`src/jbs_defines.svh`:
```
// Constants for the boundary scan test access port: opcodes, widths, reset values.
// Assumes inclusion by bare name from the package and the design modules.
`ifndef JBS_DEFINES_SVH
`define JBS_DEFINES_SVH

// Instruction register
`define JBS_IR_W 8
`define JBS_OP_EXTEST 8'h00
`define JBS_OP_SAMPLE 8'h01
`define JBS_OP_CLAMP 8'h05
`define JBS_OP_HIGHZ 8'h07
`define JBS_OP_USERCODE 8'h0E
`define JBS_OP_IDCODE 8'h0F
`define JBS_OP_BYPASS 8'hFF
`define JBS_IR_CAPTURE 8'h01

// Data registers
`define JBS_ID_W 32
`define JBS_ID_LSB_POS 0
`define JBS_ID_MFR_POS 1
`define JBS_ID_PART_POS 12
`define JBS_ID_VER_POS 28
`define JBS_CELLS_PER_IO 3
`define JBS_CELL_IN 0
`define JBS_CELL_OUT 1
`define JBS_CELL_OE 2
`define JBS_N_IO 4

// Reset values
`define JBS_PIN_IDLE 1'h1
`define JBS_BYPASS_CAPTURE 1'h0

`endif

```
`src/jbs_pkg.sv`:
```
// Types shared by the boundary scan test access port modules.
// Assumes jbs_defines.svh is on the include path.
`include "jbs_defines.svh"

package jbs_pkg;

  // TAP controller states, 4-bit encoded
  typedef enum logic [3:0] {
    JBS_EX2_DR = 4'h0,
    JBS_EX1_DR = 4'h1,
    JBS_SHIFT_DR = 4'h2,
    JBS_PAUSE_DR = 4'h3,
    JBS_SEL_IR = 4'h4,
    JBS_UPD_DR = 4'h5,
    JBS_CAP_DR = 4'h6,
    JBS_SEL_DR = 4'h7,
    JBS_EX2_IR = 4'h8,
    JBS_EX1_IR = 4'h9,
    JBS_SHIFT_IR = 4'hA,
    JBS_PAUSE_IR = 4'hB,
    JBS_IDLE = 4'hC,
    JBS_UPD_IR = 4'hD,
    JBS_CAP_IR = 4'hE,
    JBS_RESET = 4'hF
  } jbs_state_type;

  typedef enum logic [1:0] {
    JBS_DR_BYPASS = 2'h0,
    JBS_DR_IDCODE = 2'h1,
    JBS_DR_USER = 2'h2,
    JBS_DR_BSR = 2'h3
  } jbs_dr_sel_type;

  // Test access pins as seen at the device
  typedef struct packed {
    logic tck;
    logic tms;
    logic tdi;
    logic trst_n;
  } jbs_jtag_in_type;

  // One user I/O: core side and pad side
  typedef struct packed {
    logic data;
    logic oe;
  } jbs_drive_type;

endpackage

```
`src/jbs_tap.sv`:
```
// Boundary scan test access port: TAP controller, instruction and data registers.
// Assumes the test pins arrive asynchronously and are oversampled by clk.
`timescale 1ns/100ps
`default_nettype none
`include "jbs_defines.svh"

module jbs_tap #(
  // Identification fields; values are arbitrary
  parameter logic [10:0] MFR_ID = 11'h2A5,
  parameter logic [15:0] PART_ID = 16'h1234,
  parameter logic [3:0] VERSION = 4'h1,
  // User code value; arbitrary
  parameter logic [`JBS_ID_W-1:0] USER_CODE = 32'h0000_0000
) (
  // Clock, reset, enable
  input wire logic clk,
  input wire logic rstn,
  input wire logic ce,
  // Test access pins
  input wire jbs_pkg::jbs_jtag_in_type jtag_in,
  output logic tdo,
  output logic tdo_oe,
  // Configuration state
  input wire logic programmed,
  output logic io_en,
  // Core side of the user I/O
  input wire jbs_pkg::jbs_drive_type [`JBS_N_IO-1:0] core_drive,
  output logic [`JBS_N_IO-1:0] core_in,
  // Pad side of the user I/O
  input wire logic [`JBS_N_IO-1:0] pad_in,
  output jbs_pkg::jbs_drive_type [`JBS_N_IO-1:0] pad_drive,
  // Observation
  output jbs_pkg::jbs_state_type tap_state
);
  import jbs_pkg::*;

  localparam int NC = `JBS_N_IO * `JBS_CELLS_PER_IO;

  // Next TAP state from the sampled mode select
  function automatic jbs_state_type tap_next(input jbs_state_type s, input logic m);
    unique case (s)
      JBS_RESET: tap_next = m ? JBS_RESET : JBS_IDLE;
      JBS_IDLE: tap_next = m ? JBS_SEL_DR : JBS_IDLE;
      JBS_SEL_DR: tap_next = m ? JBS_SEL_IR : JBS_CAP_DR;
      JBS_CAP_DR: tap_next = m ? JBS_EX1_DR : JBS_SHIFT_DR;
      JBS_SHIFT_DR: tap_next = m ? JBS_EX1_DR : JBS_SHIFT_DR;
      JBS_EX1_DR: tap_next = m ? JBS_UPD_DR : JBS_PAUSE_DR;
      JBS_PAUSE_DR: tap_next = m ? JBS_EX2_DR : JBS_PAUSE_DR;
      JBS_EX2_DR: tap_next = m ? JBS_UPD_DR : JBS_SHIFT_DR;
      JBS_UPD_DR: tap_next = m ? JBS_SEL_DR : JBS_IDLE;
      JBS_SEL_IR: tap_next = m ? JBS_RESET : JBS_CAP_IR;
      JBS_CAP_IR: tap_next = m ? JBS_EX1_IR : JBS_SHIFT_IR;
      JBS_SHIFT_IR: tap_next = m ? JBS_EX1_IR : JBS_SHIFT_IR;
      JBS_EX1_IR: tap_next = m ? JBS_UPD_IR : JBS_PAUSE_IR;
      JBS_PAUSE_IR: tap_next = m ? JBS_EX2_IR : JBS_PAUSE_IR;
      JBS_EX2_IR: tap_next = m ? JBS_UPD_IR : JBS_SHIFT_IR;
      JBS_UPD_IR: tap_next = m ? JBS_SEL_DR : JBS_IDLE;
    endcase
  endfunction

  // Data register addressed by an opcode
  function automatic jbs_dr_sel_type dr_select(input logic [`JBS_IR_W-1:0] op);
    unique case (op)
      `JBS_OP_EXTEST, `JBS_OP_SAMPLE: dr_select = JBS_DR_BSR;
      `JBS_OP_IDCODE: dr_select = JBS_DR_IDCODE;
      `JBS_OP_USERCODE: dr_select = JBS_DR_USER;
      default: dr_select = JBS_DR_BYPASS;
    endcase
  endfunction

  // Pin synchronisers; idle level high stands in for the pull-ups
  logic tck_s1_r, tck_s2_r, tck_d_r;
  logic tms_s1_r, tms_s2_r;
  logic tdi_s1_r, tdi_s2_r;
  logic trst_s1_r, trst_s2_r;
  logic [`JBS_N_IO-1:0] pad_s1_r, pad_s2_r;

  always_ff @(posedge clk) begin
    if (!rstn) begin
      tck_s1_r <= 1'h0;
      tck_s2_r <= 1'h0;
      tck_d_r <= 1'h0;
      tms_s1_r <= `JBS_PIN_IDLE;
      tms_s2_r <= `JBS_PIN_IDLE;
      tdi_s1_r <= `JBS_PIN_IDLE;
      tdi_s2_r <= `JBS_PIN_IDLE;
      trst_s1_r <= `JBS_PIN_IDLE;
      trst_s2_r <= `JBS_PIN_IDLE;
      pad_s1_r <= '0;
      pad_s2_r <= '0;
    end else if (ce) begin
      tck_s1_r <= jtag_in.tck;
      tck_s2_r <= tck_s1_r;
      tck_d_r <= tck_s2_r;
      tms_s1_r <= jtag_in.tms;
      tms_s2_r <= tms_s1_r;
      tdi_s1_r <= jtag_in.tdi;
      tdi_s2_r <= tdi_s1_r;
      trst_s1_r <= jtag_in.trst_n;
      trst_s2_r <= trst_s1_r;
      pad_s1_r <= pad_in;
      pad_s2_r <= pad_s1_r;
    end
  end

  // Test clock edges, from the second synchroniser stage and its one-clk delayed copy
  logic tck_rise, tck_fall, trst_act;
  assign tck_rise = tck_s2_r & ~tck_d_r;
  assign tck_fall = ~tck_s2_r & tck_d_r;
  assign trst_act = ~trst_s2_r;

  // TAP controller
  jbs_state_type state_r;

  always_ff @(posedge clk) begin
    if (!rstn) begin
      state_r <= JBS_RESET;
    end else if (ce) begin
      if (trst_act) begin
        state_r <= JBS_RESET;
      end else if (tck_rise) begin
        state_r <= tap_next(state_r, tms_s2_r);
      end
    end
  end

  // Instruction register: shift stage and held instruction
  logic [`JBS_IR_W-1:0] ir_shift_r, ir_r;

  always_ff @(posedge clk) begin
    if (!rstn) begin
      ir_shift_r <= '0;
      ir_r <= `JBS_OP_IDCODE;
    end else if (ce) begin
      if (trst_act || state_r == JBS_RESET) begin
        ir_r <= `JBS_OP_IDCODE;
      end else if (tck_rise && state_r == JBS_CAP_IR) begin
        ir_shift_r <= `JBS_IR_CAPTURE;
      end else if (tck_rise && state_r == JBS_SHIFT_IR) begin
        ir_shift_r <= {tdi_s2_r, ir_shift_r[`JBS_IR_W-1:1]};
      end else if (tck_fall && state_r == JBS_UPD_IR) begin
        ir_r <= ir_shift_r;
      end
    end
  end

  jbs_dr_sel_type dr_sel;
  assign dr_sel = dr_select(ir_r);

  logic dr_cap, dr_shift, dr_upd;
  assign dr_cap = ce && tck_rise && !trst_act && state_r == JBS_CAP_DR;
  assign dr_shift = ce && tck_rise && !trst_act && state_r == JBS_SHIFT_DR;
  assign dr_upd = ce && tck_fall && !trst_act && state_r == JBS_UPD_DR;

  // Bypass: one stage, captures zero
  logic bypass_r;

  always_ff @(posedge clk) begin
    if (!rstn) begin
      bypass_r <= `JBS_BYPASS_CAPTURE;
    end else if (dr_sel == JBS_DR_BYPASS) begin
      if (dr_cap) begin
        bypass_r <= `JBS_BYPASS_CAPTURE;
      end else if (dr_shift) begin
        bypass_r <= tdi_s2_r;
      end
    end
  end

  // Identification and user code share one 32-bit shifter
  logic [`JBS_ID_W-1:0] idcode, code_r;
  assign idcode = (`JBS_ID_W'(VERSION) << `JBS_ID_VER_POS)
                | (`JBS_ID_W'(PART_ID) << `JBS_ID_PART_POS)
                | (`JBS_ID_W'(MFR_ID) << `JBS_ID_MFR_POS)
                | (`JBS_ID_W'(1'h1) << `JBS_ID_LSB_POS);

  always_ff @(posedge clk) begin
    if (!rstn) begin
      code_r <= '0;
    end else if (dr_sel == JBS_DR_IDCODE || dr_sel == JBS_DR_USER) begin
      if (dr_cap) begin
        code_r <= (dr_sel == JBS_DR_IDCODE) ? idcode : USER_CODE;
      end else if (dr_shift) begin
        code_r <= {tdi_s2_r, code_r[`JBS_ID_W-1:1]};
      end
    end
  end

  // Boundary scan register; pad inputs read as zero while buffers are off
  logic [NC-1:0] bsr_cap, bsr_upd;
  logic bsr_so, bsr_sel;
  assign bsr_sel = (dr_sel == JBS_DR_BSR);

  always_comb begin
    bsr_cap = '0;
    for (int i = 0; i < `JBS_N_IO; i++) begin
      bsr_cap[i*`JBS_CELLS_PER_IO+`JBS_CELL_IN] = pad_s2_r[i] & io_en;
      bsr_cap[i*`JBS_CELLS_PER_IO+`JBS_CELL_OUT] = core_drive[i].data;
      bsr_cap[i*`JBS_CELLS_PER_IO+`JBS_CELL_OE] = core_drive[i].oe;
    end
  end

  jbs_bsr u_bsr (
    .clk(clk),
    .rstn(rstn),
    .ce(ce),
    .capture(dr_cap && bsr_sel),
    .shift(dr_shift && bsr_sel),
    .update(dr_upd && bsr_sel),
    .ser_in(tdi_s2_r),
    .ser_out(bsr_so),
    .par_in(bsr_cap),
    .par_out(bsr_upd)
  );

  // Test data out: data changes on the falling test clock edge only; test reset drops the enable without waiting for an edge
  logic ser_sel;
  always_comb begin
    unique case (dr_sel)
      JBS_DR_BSR: ser_sel = bsr_so;
      JBS_DR_IDCODE, JBS_DR_USER: ser_sel = code_r[0];
      JBS_DR_BYPASS: ser_sel = bypass_r;
    endcase
  end

  always_ff @(posedge clk) begin
    if (!rstn) begin
      tdo <= 1'h0;
      tdo_oe <= 1'h0;
    end else if (ce) begin
      if (trst_act) begin
        tdo_oe <= 1'h0;
      end else if (tck_fall) begin
        tdo_oe <= (state_r == JBS_SHIFT_IR) || (state_r == JBS_SHIFT_DR);
        if (state_r == JBS_SHIFT_IR) begin
          tdo <= ir_shift_r[0];
        end else if (state_r == JBS_SHIFT_DR) begin
          tdo <= ser_sel;
        end
      end
    end
  end

  // Pad control; the global enable overrides every test mode, sample included
  logic ext_drive, hiz;
  assign ext_drive = (ir_r == `JBS_OP_EXTEST) || (ir_r == `JBS_OP_CLAMP);
  assign hiz = (ir_r == `JBS_OP_HIGHZ);

  always_ff @(posedge clk) begin
    if (!rstn) begin
      io_en <= 1'h0;
      pad_drive <= '0;
      core_in <= '0;
      tap_state <= JBS_RESET;
    end else if (ce) begin
      io_en <= programmed;
      tap_state <= state_r;
      for (int i = 0; i < `JBS_N_IO; i++) begin
        // Gate on the enable's next value so pads never lead or lag the enable
        if (!programmed) begin
          pad_drive[i] <= '0;
          core_in[i] <= 1'h0;
        end else begin
          core_in[i] <= pad_s2_r[i];
          if (hiz) begin
            pad_drive[i] <= '0;
          end else if (ext_drive) begin
            pad_drive[i].data <= bsr_upd[i*`JBS_CELLS_PER_IO+`JBS_CELL_OUT];
            pad_drive[i].oe <= bsr_upd[i*`JBS_CELLS_PER_IO+`JBS_CELL_OE];
          end else begin
            pad_drive[i] <= core_drive[i];
          end
        end
      end
    end
  end

endmodule // jbs_tap

`default_nettype wire

```
`src/jbs_bsr.sv`:
```
// Boundary scan register: three cells per I/O, serial chain plus update latches.
// Assumes one-cycle capture, shift and update strobes on the same clock.
`timescale 1ns/100ps
`default_nettype none
`include "jbs_defines.svh"

module jbs_bsr (
  // Clock and reset
  input wire logic clk,
  input wire logic rstn,
  input wire logic ce,
  // Strobes
  input wire logic capture,
  input wire logic shift,
  input wire logic update,
  // Serial path
  input wire logic ser_in,
  output logic ser_out,
  // Parallel path
  input wire logic [`JBS_N_IO*`JBS_CELLS_PER_IO-1:0] par_in,
  output logic [`JBS_N_IO*`JBS_CELLS_PER_IO-1:0] par_out
);
  localparam int W = `JBS_N_IO * `JBS_CELLS_PER_IO;

  logic [W-1:0] chain_r;

  // Top cell is fed from the serial input, cell 0 drives the serial output
  always_ff @(posedge clk) begin
    if (!rstn) begin
      chain_r <= '0;
    end else if (ce) begin
      if (capture) begin
        chain_r <= par_in;
      end else if (shift) begin
        chain_r <= {ser_in, chain_r[W-1:1]};
      end
    end
  end

  // Update latches hold the driven values steady while shifting
  always_ff @(posedge clk) begin
    if (!rstn) begin
      par_out <= '0;
    end else if (ce && update) begin
      par_out <= chain_r;
    end
  end

  assign ser_out = chain_r[0];

endmodule // jbs_bsr

`default_nettype wire

```
`config.mk`:
```
export PLATFORM = sky130hd
export DESIGN_NAME = jbs_tap
export DESIGN_NICKNAME = d
export VERILOG_FILES = /design/src/jbs_pkg.sv /design/src/jbs_tap.sv /design/src/jbs_bsr.sv
export VERILOG_INCLUDE_DIRS = /design/src /design/src/src
export SDC_FILE = /design/constraint.sdc
export NUM_CORES = 1
export LEC_CHECK = 0
export BUFFER_PORTS_ARGS = -buffer_cell sky130_fd_sc_hd__buf_2
export CORE_ASPECT_RATIO = 1.2
export CORE_MARGIN = 2
export CORE_UTILIZATION = 50
export DETAILED_ROUTE_END_ITERATION = 12
export PLACE_DENSITY = 0.74
export SLEW_MARGIN = 40
export SYNTH_ARGS = -nofsm -noshare
export SYNTH_HDL_FRONTEND = slang
export SYNTH_SLANG_ARGS = --single-unit
```
`constraint.sdc`:
```
create_clock -name clk -period 2 [get_ports clk]
set_clock_uncertainty 0.2 [all_clocks]
set_input_delay 0.4 -clock clk [delete_from_list [all_inputs] [get_ports clk]]
set_output_delay 0.4 -clock clk [all_outputs]
set_load 0.01 [all_outputs]
```
==> metrics.yaml <==
clock_network:
  cts_buffers: 9
  cts-root-buf: "clkbuf_16"
  cts.clk_slew.worst_paths_ps: 70
  cts_tree: "built"
  clockBufferDepth: 2
  ctsHoldBuffers: 0
  clkLatencyLatePin_ps: 350
  cts_sinks: 109
  htreeDepth: 3
floorplanning:
  die_w_um: 93.2
  core_area_um2: 9420
  fp.dieH_um: 111
  rows: 39
  dieArea_um2: 10400
  start_util_pct: 50.7
  design.portCount: 39
synthesis:
  syn_nets: 544
  synth_edf_count: 0
  yosysWarnings: 0
  synthesis.area_um2: 4780
  avgSynthCellArea_um2: 9.18
  synthCells: 520
  synthArstFlopShare_pct: 0
  synth_flop_cell: "dfxtp_1"
  netlist_top_cells_area: "dfxtp_1 (46%), mux2i_1 (7.1%), nand2_1 (5.4%)"
  ys_ff_latch: 109
  synth.distinct_cells: 50
  synth_top_area_share_pct: 45.7
  yosysMostFrequentCell: "dfxtp_1"
  yosys.area.top_type: "dfxtp_1"
  ys_top_cells_by_count: "dfxtp_1 (109), nand2_1 (69), mux2i_1 (34), nor2b_1 (34), a21oi_1 (30)"
  yosysSeqAreaShare_pct: 45.7
setup_path:
  critical_path.max_fanout: 8
  r2r_setup_slack_ps: -140
  crit_type: "flop to flop"
  cp_data_required_time_ps: 2080
  reg2reg_to: "code_r[10]"
  r2r-start: "ir_r[3]"
  cp-end-kind: "flop"
  crit_path_end: "code_r[10]"
  crit_start: "ir_r[3]"
  ff2ff_path_depth: 8
  cp-start-kind: "flop"
  worstPathArrival_ps: 2220
route:
  wire_per_inst_um: 16.1
  drcViolationCount: 0
  viasPerCell: 5.64
  antenna_left: 0
  vias: 3965
  finalWirelength_um: 11300
  dr.pass1.iters: 5
  dr.first_iter.drc_count: 221
timing:
  fmax_mhz: 468
  post-route-period-util_pct: 107
  slew_viol_final: 0
  setup_viol: 53
  setup_ws_ps: -138
  period_needed_ps: 2140
  max_slew_margin_pct: 61.2
  timing.setup.tns_ps: -4500
  finalHoldViolations: 0
  worst_pin_slew_ps: 576
  grt_setup_unrepaired: "true"
finish:
  antenna_cells: 0
  drive_gt1_share_pct: 22.6
  fin_area_um2: 5900
  regArea_um2: 2190
  nNetsFinal: 599
  fillCellCount: 742
  multi_input_area_um2: 2490
  area_growth_pct: 23.5
outcome:
  violations: "setup timing"
  status: "finished with violations"
global_route:
  grt_max_degree: 104
  overflow: 0
  grt_use_met1_pct: 26.8
  grt_util_all_layers_pct: 22.1
  grt_pass1_wl_um: 18300
  grt_pass1_vias: 3906
  grtUsageMet2_pct: 37.9
  antenna_found_initial: 0
  busiest_layer: "met2"
  gr-usage-met3_pct: 3.74
place:
  post_dp_cell_area_um2: 5230
  dpl.hpwl_um: 6840
  routabilityCongestion: 0.860
  port_buffers: 38
power:
  peakVddDrop_mv: 0.471
  p_leak_nw: 2.46
  power.density_nw_per_um2: 728
job:
  max_cap_viol_count: 0
min_path:
  hold_path_class: "input pin to flop"
## cell type report
class / instances / area share (%)
multi-input combinational: 362 / 42.3
sequential: 109 / 37.1
timing repair buffer: 83 / 12.2
clock buffer: 11 / 4.29
tap: 123 / 2.61
clock inverter: 5 / 0.955
inverter: 10 / 0.636
## critical path, cell delays in order (launching register included)
cell       delay (ps)
dfxtp_2           320
or3_4             400
o21ai_2            80
nand2_2           120
ha_4              300
and3_4            280
clkbuf_16         190
o21ai_1            60
a21oi_1           130
## where the power goes
group | switching (W) | leakage, nW | internal (W) | total, W
sequential | 0.0000270 | 0.883 | 0.00220 | 0.00222
clock | 0.000795 | 0.152 | 0.00104 | 0.00183
combinational | 0.000130 | 1.43 | 0.000107 | 0.000237
total | 0.000952 | 2.46 | 0.00334 | 0.00430
## worst min-delay path by stage
| stage | endpoint | cells after the start | slack [ps] | startpoint |
|---|---|---|---|---|
| global placement | code_r[22] | 2 | 240 | code_r[22] |
| floorplan | code_r[20] | 2 | 230 | code_r[20] |
| global route | tms_s1_r | 3 | 80 | jtag_in[2] |
| finish | tms_s1_r | 3 | 70 | jtag_in[2] |
| detailed placement | code_r[15] | 2 | 250 | code_r[15] |
| CTS | tms_s1_r | 3 | 70 | jtag_in[2] |
## timing repair
item,in CTS,in global routing
pin swaps,11,6
endpoints found under the setup margin,53,56
resized for setup,17,25
setup buffers,2,7
cloned,3,3
## layer usage
layer	wire [um]	vias to the layer above
met3	426	27
li1	-	1954
met1	4860	1897
met4	324	0
met5	0	-
met2	5720	87
## flip-flops by register name, indices dropped and copies added (netlist names), 8 cells and up
register       count
code_r            32
u_bsr.chain_r     12
ir_r               8
ir_shift_r         8
pad_drive          8
u_bsr.par_out      8
## per-stage QoR
step / total power (W) / hold WS (ps) / cells / worst slack, ps / util, %
after CTS: 0.00430 / 68.3 / 694 / -89.9 / 60.5
after global routing: 0.00443 / 80.9 / 703 / -218 / 62.6
after detailed placement: 0.00251 / 246 / 673 / -203 / 55.5
after global placement: 0.00250 / 240 / 673 / -135 / 55.5
after floorplan: 0.00243 / 231 / 520 / -65.6 / -
final: 0.00430 / 68.0 / 703 / -138 / 62.6
## placed cells by master (no fill, tap or decap), types with 4 or more instances in the layout
cell type and instances:
a21boi_0 10, nand3b_1 19, buf_6 4, dfxtp_1 106
buf_2 38, o21ai_1 11, nand2b_1 9, inv_1 6
nor2_1 4, buf_12 8, nor2b_1 34, mux2i_1 34
clkbuf_16 11, a21oi_1 29, o22a_1 4, buf_4 29
nand3_1 27, nand2_1 66, o211a_1 13, o21a_1 4
o2111ai_1 4, a22o_1 4, o21ai_0 15, a31oi_1 6
a21boi_1 22
## cells by family after synthesis
family	Yosys count	share of synthesized area (%)
compound gates	135	19.1
mux	34	7.13
simple gates	188	21.8
flops	109	45.7
xor+xnor	1	0.183
buf+inv	49	5.00
fa+ha+maj	4	1.05
Power figures use the tool's default switching activity.
